`src/dsm_consts.svh`:
```
`ifndef DSM_CONSTS_SVH
`define DSM_CONSTS_SVH
// ****************************************
// command word fields
// ****************************************
`define DSM_CW_SWITCH_ON     0
`define DSM_CW_EN_VOLTAGE    1
`define DSM_CW_QUICK_STOP_N  2
`define DSM_CW_EN_OPERATION  3
`define DSM_CW_FAULT_RESET   7
`define DSM_CW_HALT          8
// ****************************************
// state word fields
// ****************************************
`define DSM_SW_READY         0
`define DSM_SW_SWITCHED_ON   1
`define DSM_SW_OP_ENABLED    2
`define DSM_SW_FAULT         3
`define DSM_SW_VOLTAGE       4
`define DSM_SW_QUICK_STOP_N  5
`define DSM_SW_SON_DISABLED  6
`define DSM_SW_WARNING       7
`define DSM_SW_REMOTE        9
`define DSM_SW_TARGET        10
`define DSM_SW_LIMIT         11
`define DSM_SW_WARNING2      15
// ****************************************
// modes and reset values
// ****************************************
`define DSM_SRC_BUS          2'd1
`define DSM_T5_COAST         2'd0
`define DSM_T5_DCBRAKE       2'd1
`define DSM_T5_RAMP          2'd2
`define DSM_CMD_RESET        16'h0000
`define DSM_SW_RESET         16'h0040
`define DSM_BRAKE_TIME_NS    1000
`define DSM_CLK_PERIOD_NS    5
`define DSM_BRAKE_CYCLES     (`DSM_BRAKE_TIME_NS / `DSM_CLK_PERIOD_NS)
`endif

```
`src/dsm_pkg.sv`:
```
package dsm_pkg;
  // drive states
  typedef enum logic [2:0] {
    DSM_SOD      = 3'b000,
    DSM_READY    = 3'b001,
    DSM_SON      = 3'b010,
    DSM_OPEN     = 3'b011,
    DSM_QSTOP    = 3'b100,
    DSM_FREACT   = 3'b101,
    DSM_FAULT    = 3'b110
  } dsm_state_t;

  // plant status inputs travelling together
  typedef struct packed {
    logic mains_ok;
    logic warning;
    logic warning_trip;
    logic limit_active;
    logic at_reference;
    logic pfail_zero;
    logic fault_cause;
    logic standstill;
  } dsm_plant_t;
endpackage : dsm_pkg

```
`src/dsm_brake_timer.sv`:
```
`timescale 1ns/1ps
`include "dsm_consts.svh"
// ****************************************
// dc brake hold-off timer
// ****************************************
module dsm_brake_timer
  import dsm_pkg::*;
#(
  parameter int CYCLES = `DSM_BRAKE_CYCLES
)(
  // clock and reset
  input  wire logic clk,
  input  wire logic rst,
  // control
  input  wire logic start,
  output logic      busy,
  output logic      done
);
  localparam int W = $clog2(CYCLES + 1);
  logic [W-1:0] cnt_r;

  // counts down once started; done pulses on the last cycle
  always_ff @(posedge clk or posedge rst)
  begin
    if (rst)
      cnt_r <= '0;
    else if (start && cnt_r == '0)
      cnt_r <= W'(CYCLES);
    else if (cnt_r != '0)
      cnt_r <= cnt_r - W'(1);
  end

  assign busy = (cnt_r != '0);
  assign done = (cnt_r == W'(1));
endmodule : dsm_brake_timer

```
`src/dsm_drive_state_machine.sv`:
```
`timescale 1ns/1ps
`include "dsm_consts.svh"
// Overview of operation
// - source select equal 1 makes the bus command word drive the state machine
// - motion control: enabling operation needs both safety releases
// - no motion control: enabling also needs a start input
// - leaving operation enabled coasts, ramps or dc brakes per setting; motion control always coasts
// - halt counts only in motion control; bits 4,5,6 are not decoded
// - state bit 4 mirrors mains; no switch-on without it
// - switch-on only while voltage present bit set
// - direct ready-to-enabled jump only without motion control and with mains
// - command bits decoded into shutdown, switch on, enable, quick stop, fault reset
// - state encoded on state word bits 6,5,3,2,1,0
// - warning bit may rise any time; cause read separately
// - remote bit set only with bus control and hardware release
// - bus writes accepted whenever source select is 1 and no dc brake runs; releases and start inputs not checked
// - motion control release needs both safety releases and digital input one
// - target reached within hysteresis, or power fail regulation at zero
// - without motion control target compares against target velocity
// - bit 11 set while any internal limit is active
// - bit 15 set on warnings preceding a fault trip
// - dc brake stop ignores new commands until braking ends
// - ramp stop returns to enabled when enable reissued
module dsm_drive_state_machine
  import dsm_pkg::*;
#(
  parameter int BRAKE_CYCLES = `DSM_BRAKE_CYCLES
)(
  // clock and reset
  input  wire logic        clk,
  input  wire logic        rst,
  // command word port
  input  wire logic        cmd_we,
  input  wire logic [15:0] cmd_wdata,
  output logic      [15:0] drive_command_word,
  output logic      [15:0] drive_state_word,
  // configuration
  input  wire logic [1:0]  control_source,
  input  wire logic        motion_control,
  input  wire logic [1:0]  transition5_mode,
  // hardware inputs
  input  wire logic        safety_release_a,
  input  wire logic        safety_release_b,
  input  wire logic        digital_input_one,
  input  wire logic        start_clockwise_input,
  input  wire logic        start_anticlockwise_input,
  // plant status
  input  wire dsm_plant_t  plant,
  // drive outputs
  output logic             power_stage_on,
  output logic             ramp_stop_active,
  output logic             dc_brake_active,
  output logic             halt_active
);
  // ****************************************
  // registers
  // ****************************************
  logic [15:0] cmd_r;
  logic        fr_prev_r;
  dsm_state_t  state_r;
  dsm_state_t  state_nxt;
  logic [15:0] sw_r;
  logic        ramp_r;
  logic        pwr_r;
  logic        brk_r;
  logic        halt_r;

  // ****************************************
  // release and command decode
  // ****************************************
  wire bus_ctl    = (control_source == `DSM_SRC_BUS);
  wire sto_ok     = safety_release_a & safety_release_b;
  wire start_any  = start_clockwise_input | start_anticlockwise_input;
  // motion control needs both safety releases and input one; start inputs ignored there
  wire release_ok = motion_control ? (sto_ok & digital_input_one)
                                   : (sto_ok & start_any);
  wire enable_ok  = motion_control ? sto_ok : (sto_ok & start_any);
  wire mains      = plant.mains_ok;
  wire brake_busy;
  wire brake_done;
  wire c_sw  = cmd_r[`DSM_CW_SWITCH_ON];
  wire c_ev  = cmd_r[`DSM_CW_EN_VOLTAGE];
  wire c_qs  = cmd_r[`DSM_CW_QUICK_STOP_N];
  wire c_eo  = cmd_r[`DSM_CW_EN_OPERATION];
  wire cmd_disable_v = ~c_ev;
  wire cmd_quick     = c_ev & ~c_qs;
  wire cmd_shutdown  = c_ev & c_qs & ~c_sw;
  wire cmd_switch_on = c_ev & c_qs & c_sw & ~c_eo;
  wire cmd_enable    = c_ev & c_qs & c_sw & c_eo;
  wire fr_edge       = cmd_r[`DSM_CW_FAULT_RESET] & ~fr_prev_r;
  wire halt_req      = motion_control & cmd_r[`DSM_CW_HALT];
  wire fault_now     = plant.fault_cause;
  // brake start cycle; a write landing in that same cycle is refused too
  wire brake_start   = (state_r == DSM_OPEN) && cmd_switch_on && !motion_control &&
                       (transition5_mode == `DSM_T5_DCBRAKE) && !brk_r;
  // dc braking locks the command word so a stop runs to completion
  wire cmd_lock      = brake_start | brake_busy | brk_r;
  wire cmd_take      = cmd_we & bus_ctl & ~cmd_lock;

  // ****************************************
  // command word register
  // ****************************************
  always_ff @(posedge clk or posedge rst)
  begin
    if (rst)
    begin
      cmd_r     <= `DSM_CMD_RESET;
      fr_prev_r <= 1'b0;
    end
    else
    begin
      if (cmd_take)
        cmd_r <= cmd_wdata;
      fr_prev_r <= cmd_r[`DSM_CW_FAULT_RESET];
    end
  end

  // ****************************************
  // brake timer
  // ****************************************
  dsm_brake_timer #(
    .CYCLES (BRAKE_CYCLES)
  ) u_brake (
    .clk   (clk),
    .rst   (rst),
    .start (brake_start),
    .busy  (brake_busy),
    .done  (brake_done)
  );

  // ****************************************
  // state transitions
  // ****************************************
  always_comb
  begin
    state_nxt = state_r;
    if (!bus_ctl)
      state_nxt = (state_r == DSM_FAULT) ? DSM_FAULT : DSM_SOD;
    else if (fault_now && state_r != DSM_FAULT && state_r != DSM_FREACT)
      state_nxt = DSM_FREACT;
    else
    begin
      case (state_r)
        DSM_SOD:
          if (cmd_shutdown)
            state_nxt = DSM_READY;
        DSM_READY:
          if (cmd_disable_v || cmd_quick)
            state_nxt = DSM_SOD;
          else if (cmd_switch_on && mains)
            state_nxt = DSM_SON;
          else if (cmd_enable && mains && !motion_control && enable_ok && release_ok)
            state_nxt = DSM_OPEN;
        DSM_SON:
          if (cmd_disable_v || cmd_quick)
            state_nxt = DSM_SOD;
          else if (cmd_shutdown)
            state_nxt = DSM_READY;
          else if (cmd_enable && enable_ok && release_ok)
            state_nxt = DSM_OPEN;
        DSM_OPEN:
          if (brk_r)
          begin
            if (brake_done)
              state_nxt = DSM_SON;
          end
          else if (cmd_disable_v)
            state_nxt = DSM_SOD;
          else if (cmd_quick)
            state_nxt = DSM_QSTOP;
          else if (cmd_shutdown)
            state_nxt = DSM_READY;
          else if (cmd_switch_on)
          begin
            // coast leaves at once; ramp waits for standstill
            if (transition5_mode == `DSM_T5_COAST || motion_control)
              state_nxt = DSM_SON;
            else if (transition5_mode == `DSM_T5_RAMP && plant.standstill)
              state_nxt = DSM_SON;
          end
        DSM_QSTOP:
          if (cmd_disable_v || plant.standstill)
            state_nxt = DSM_SOD;
        DSM_FREACT:
          state_nxt = DSM_FAULT;
        DSM_FAULT:
          if (fr_edge && !fault_now)
            state_nxt = DSM_SOD;
        default:
          state_nxt = DSM_SOD;
      endcase
    end
  end

  always_ff @(posedge clk or posedge rst)
  begin
    if (rst)
      state_r <= DSM_SOD;
    else
      state_r <= state_nxt;
  end

  // ****************************************
  // stop behaviour flags
  // ****************************************
  // ramp drops back when enable reissued, brake holds until timer ends
  always_ff @(posedge clk or posedge rst)
  begin
    if (rst)
    begin
      ramp_r <= 1'b0;
      brk_r  <= 1'b0;
    end
    else
    begin
      ramp_r <= (state_nxt == DSM_OPEN) && cmd_switch_on && !motion_control &&
                (transition5_mode == `DSM_T5_RAMP);
      if (state_nxt != DSM_OPEN)
        brk_r <= 1'b0;
      else if (state_r == DSM_OPEN && cmd_switch_on && !motion_control &&
               transition5_mode == `DSM_T5_DCBRAKE)
        brk_r <= 1'b1;
    end
  end

  // ****************************************
  // outputs
  // ****************************************
  wire [5:0] enc = (state_nxt == DSM_SOD)    ? 6'h20 :
                   (state_nxt == DSM_READY)  ? 6'h11 :
                   (state_nxt == DSM_SON)    ? 6'h13 :
                   (state_nxt == DSM_OPEN)   ? 6'h17 :
                   (state_nxt == DSM_QSTOP)  ? 6'h07 :
                   (state_nxt == DSM_FREACT) ? 6'h0f : 6'h08;
  wire [15:0] sw_nxt = {
    plant.warning_trip,
    3'h0,
    plant.limit_active,
    (plant.at_reference & ~motion_control) | plant.pfail_zero,
    bus_ctl & release_ok,
    1'b0,
    plant.warning,
    enc[5],
    enc[4],
    mains,
    enc[3:0]
  };

  always_ff @(posedge clk or posedge rst)
  begin
    if (rst)
    begin
      sw_r   <= `DSM_SW_RESET;
      pwr_r  <= 1'b0;
      halt_r <= 1'b0;
    end
    else
    begin
      sw_r   <= sw_nxt;
      pwr_r  <= (state_nxt == DSM_OPEN) || (state_nxt == DSM_QSTOP);
      halt_r <= halt_req && (state_nxt == DSM_OPEN);
    end
  end

  assign drive_command_word = cmd_r;
  assign drive_state_word   = sw_r;
  assign power_stage_on     = pwr_r;
  assign ramp_stop_active   = ramp_r;
  assign dc_brake_active    = brk_r;
  assign halt_active        = halt_r;

  // ****************************************
  // checks
  // ****************************************
  property p_no_son_without_mains;
    @(posedge clk) disable iff (rst)
    (state_r == DSM_READY && !mains) |=> state_r != DSM_SON;
  endproperty
  a_no_son_without_mains: assert property (p_no_son_without_mains)
    else $error("switched on without mains");

  property p_enable_needs_release;
    @(posedge clk) disable iff (rst)
    (state_r != DSM_OPEN && state_nxt == DSM_OPEN) |-> sto_ok;
  endproperty
  a_enable_needs_release: assert property (p_enable_needs_release)
    else $error("enabled without safety release");

  property p_enable_needs_start;
    @(posedge clk) disable iff (rst)
    (!motion_control && state_r != DSM_OPEN && state_nxt == DSM_OPEN) |-> start_any;
  endproperty
  a_enable_needs_start: assert property (p_enable_needs_start)
    else $error("enabled without start input");

  property p_voltage_mirror;
    @(posedge clk) disable iff (rst)
    1'b1 |=> drive_state_word[`DSM_SW_VOLTAGE] == $past(mains);
  endproperty
  a_voltage_mirror: assert property (p_voltage_mirror)
    else $error("voltage bit not mirroring mains");

  property p_remote_bit;
    @(posedge clk) disable iff (rst)
    drive_state_word[`DSM_SW_REMOTE] |-> $past(bus_ctl) && $past(release_ok);
  endproperty
  a_remote_bit: assert property (p_remote_bit)
    else $error("remote bit without bus control");

  property p_brake_locks;
    @(posedge clk) disable iff (rst)
    brk_r && cmd_we |=> $stable(cmd_r);
  endproperty
  a_brake_locks: assert property (p_brake_locks)
    else $error("command taken during dc brake");

  property p_fault_reset;
    @(posedge clk) disable iff (rst)
    (state_r == DSM_FAULT && fault_now) |=> state_r == DSM_FAULT;
  endproperty
  a_fault_reset: assert property (p_fault_reset)
    else $error("fault left while cause remains");

  property p_limit_bit;
    @(posedge clk) disable iff (rst)
    plant.limit_active |=> drive_state_word[`DSM_SW_LIMIT];
  endproperty
  a_limit_bit: assert property (p_limit_bit)
    else $error("limit bit missing");

  property p_warn2_bit;
    @(posedge clk) disable iff (rst)
    plant.warning_trip |=> drive_state_word[`DSM_SW_WARNING2];
  endproperty
  a_warn2_bit: assert property (p_warn2_bit)
    else $error("warning 2 bit missing");

  property p_local_ignores;
    @(posedge clk) disable iff (rst)
    (!bus_ctl && cmd_we) |=> $stable(cmd_r);
  endproperty
  a_local_ignores: assert property (p_local_ignores)
    else $error("command taken outside bus control");
endmodule : dsm_drive_state_machine

```
`config.mk`:
```
export PLATFORM = sky130hd
export DESIGN_NAME = dsm_drive_state_machine
export DESIGN_NICKNAME = d
export VERILOG_FILES = /design/src/dsm_pkg.sv /design/src/dsm_brake_timer.sv /design/src/dsm_drive_state_machine.sv
export VERILOG_INCLUDE_DIRS = /design/src
export SDC_FILE = /design/constraint.sdc
export NUM_CORES = 1
export LEC_CHECK = 0
export BUFFER_PORTS_ARGS = -buffer_cell sky130_fd_sc_hd__buf_4
export CORE_MARGIN = 4
export CORE_UTILIZATION = 50
export DETAILED_ROUTE_END_ITERATION = 8
export GPL_TIMING_DRIVEN = 0
export PLACE_DENSITY = 0.86
export SYNTH_ARGS = -nofsm -noshare
export SYNTH_HDL_FRONTEND = slang
export SYNTH_SLANG_ARGS = --single-unit
```
`constraint.sdc`:
```
create_clock -name clk -period 2.7 [get_ports clk]
set_input_delay 0.54 -clock clk [delete_from_list [all_inputs] [get_ports clk]]
set_output_delay 0.54 -clock clk [all_outputs]
set_load 0.05 [all_outputs]
```
==> results.md <==
* Count of cells resized by post-cts repair at 0
* Final ANT Viol Nets at 0
* Least-Margin Pin Slew at 0.901 ns
* CP Max Fanout at 8
* Syn-to-layout area delta at 32.6%
* Root buffer cell: clkbuf_8
* Most frequent cells in the layout: 73 x buf_4, 43 x dfrtp_1, 17 x mux2_2
* Antenna violations before repair at 0
* Synth warnings at 0
* Max-cap violations at 0
* Syn avg cell area at about 11 sq um
* Fin. Hold Viols at 0
* R2R depth at 8
* Clk Latency, worst-skew pair at 0.29 ns
* ANT cells at 0
* Leak at 0.00142 uW
* Overall routing resource usage at around a fifth
* Flop-to-flop setup slack at 0.30 ns
* Initial core utilization at 52.6%
* HPWL after DPL at 3720 um
* Post-synth EDFFs at 0
* Most used cell, CP: inv_1
* Final slew viol count at 0
* First-pass GRT wire length at 7850 um
* Layout cells sized above 1 at between 40% and 50%
* Hold_ws at ~0.35 ns
* Synth area leaders: dfrtp_1 50%, mux2_2 9.0%, ha_1 2.3%
* CP startpoint: motion_control
* Synth async-reset ratio at 100%
* Reg-to-reg critical path startpoint: drive_command_word[1]
* Die span in x at 73.4 um
* Final #Nets at slightly above 300
* Buffers & Inverters on Critical Path at 3
* Post-synth cell types at 55
* Achievable Freq at 416 MHz
* CTS Buf Count at 5
* Maximum clock path buffer count at 2
* Clock skew at roughly 0.0046 ns
* Row cnt at 23
* Number of I/O port buffers at 68
* Dpl ws at 0.0574 ns
* Hold Path Origin: plant[5]
* Min setup slack post-route at a little under 0.3 ns
* I/O pin total at 73
* Slowest cell on the critical path: or3b_2
* DRT Pass-1 Iters at 4
* Main synth FF type: dfrtp_1
* Vias per std cell at approximately 5.5
* Clock transition at path regs at 0.08 ns
* Setup violations, final at 0
* Starting DRC count in detailed routing at between 100 and 150
* Number of H-tree levels at 2
* Setup TNS at 0 ns
* Max-Slew Margin vs Limit at 39.8%
* Vias post-DR at roughly 1700
* Family with the most delay on the worst path: compound AO/OA/AOI/OAI gates
* Sequential share of the synthesized area at 51.6%
* Max rail drop VDD at 0.331 mV
* CP Data Required Time at 2.93 ns
* Total gr overflow at 0
* Critical Path End Type: flip-flop
* Largest net degree at the start of global routing at between 40 and 50
* Crit path cell chain: buf_4, or3b_2, a41oi_1, o41a_1, o21ai_1, inv_1, ha_1, inv_1, o31a_1
* Outcome: completed
* Period utilization at approximately nine tenths
* Post-Syn Instances at about 190
* Reg-to-Reg End: drive_state_word[1]
* Clock sink count at 44
* DIE AREA at 0.00538 sq mm
* CP Launch Type: primary input
* Yosys top cell by area: dfrtp_1
* Period minus WS final at 2.40 ns
* Hold depth at 1
* Delay of the slowest cell on the worst path at 0.48 ns
* Hold path endpoint: drive_state_word[15]
* Core area at 0.00406 sq mm
* Seq cells post-synth at 44
* Share of the synthesized area in the top cell type at about half
* Number of remaining DRC errors at 0
* Hold-fix buffers, CTS at 0
* Postcts setup bufs at 0
* RSZ-0062 raised after global routing: no
* WL final at 4880 um
* Number of global-route vias before repair at 1751
* CTS tree: yes
* Power Density at 548 mW/mm^2
* Wirelength per Cell at roughly 15 um
* Mapped Area at 0.00214 sq mm
* Min-Delay Path Class: primary input to flip-flop
* GPL Wtd Cong at roughly 0.9
* Commonest non-fill, non-tap cell in the layout: buf_4
* Critical path class: primary input to flip-flop
* Die height at 73.4 um
* Worst EP arrival at about 2.6 ns
cells in the mapped netlist, drive strengths merged, types with 2 or more instances:
cell type and instances:
a2111o 2, nor2b 5, nand4 2, or3b 2
or3 2, inv 11, o21a 2, o211ai 3
ha 4, clkbuf 2, a21oi 2, nor3 8
buf 8, a41oi 3, o31a 2, and2 3
nand2b 6, o41a 2, mux2 17, or2 2
dfrtp 43, nor4 3, nand3 3, a21o 3
nor2 6, nand2 10, xnor2 2, o31ai 2
nand3b 2, a221o 2, o22ai 4, o21ai 6
worst max path at each step:
stage,to,slack [ns],depth (start not counted)
2_1_floorplan,drive_state_word[1],0.27,7
3_3_place_gp,drive_state_word[1],0.10,9
3_5_place_dp,drive_state_word[1],0.06,9
4_1_cts,drive_state_word[1],0.33,9
5_1_grt,drive_state_word[1],0.14,8
6_report,drive_state_word[1],0.30,9
routing by layer:
metal | vias to the layer above | global-route usage [%] | part of all wire (%)
li1 | 837 | - | -
met1 | 824 | 22.1 | 41
met2 | 69 | 31.4 | 48
met3 | 13 | 7.52 | 8.9
met4 | 0 | 7.65 | 2.4
met5 | - | 0 | 0
metrics by stage:
stage / cell area, sq um / power [uW] / util (%) / cells
CTS: 2830 / 1570 / 69.8 / 318
floorplan: 2150 / 968 / - / 192
global placement: 2720 / 1060 / 67.0 / 310
finish: 2830 / 1550 / 69.8 / 318
global route: 2830 / 1640 / 69.8 / 318
detailed placement: 2720 / 1070 / 67.0 / 310
report_power, final:
| part | internal, uW | total, uW | switching [uW] | leakage, uW |
|---|---|---|---|---|
| Combinational | 120 | 272 | 152 | 0.000783 |
| Clock | 274 | 494 | 220 | 0.0000541 |
| Sequential | 721 | 787 | 66.0 | 0.000578 |
kinds of logic (layout without fill, tap and decap cells):
logic type                 count (synthesis)  count (layout)  synth area share, %
and+or+nand+nor                           59              59                 16.2
DFF                                       44              44                 51.6
AOI/OAI and AO/OA                         40              40                 14.7
buffers and inverters                     21              97                 4.75
muxes                                     18              18                 9.43
adders and majority gates                  4               4                 2.34
xor gates and xnor gates                   2               2                0.820
other                                      1               4                0.176
worst register-to-register path, delay by kind of cell (launching register included):
kind                     cells  cell delay [ns]
AO/OA/AOI/OAI                3             0.71
adder cells (fa/ha/maj)      1             0.37
buffers and inverters        2             0.30
flip-flops                   1             0.46
AND/OR/NAND/NOR              2             0.46
state kept, by name, summed over array words and instances, names as in the netlist:
signal              cells
drive_state_word       12
halt_active             1
dc_brake_active         1
state_r                 3
ramp_stop_active        1
fr_prev_r               1
power_stage_on          1
drive_command_word     16
u_brake.cnt_r           8
layout make-up:
type                       count  area, sq um
clock buffer                   5         68.8
tap                           50         62.6
clock inverter                 3         42.5
inverter                      11         41.3
sequential                    44         1100
multi-input combinational    127          943
timing repair buffer          68          510
fill                         287         1230
buffer                        10         60.1
(Power assumes the default switching activity.)
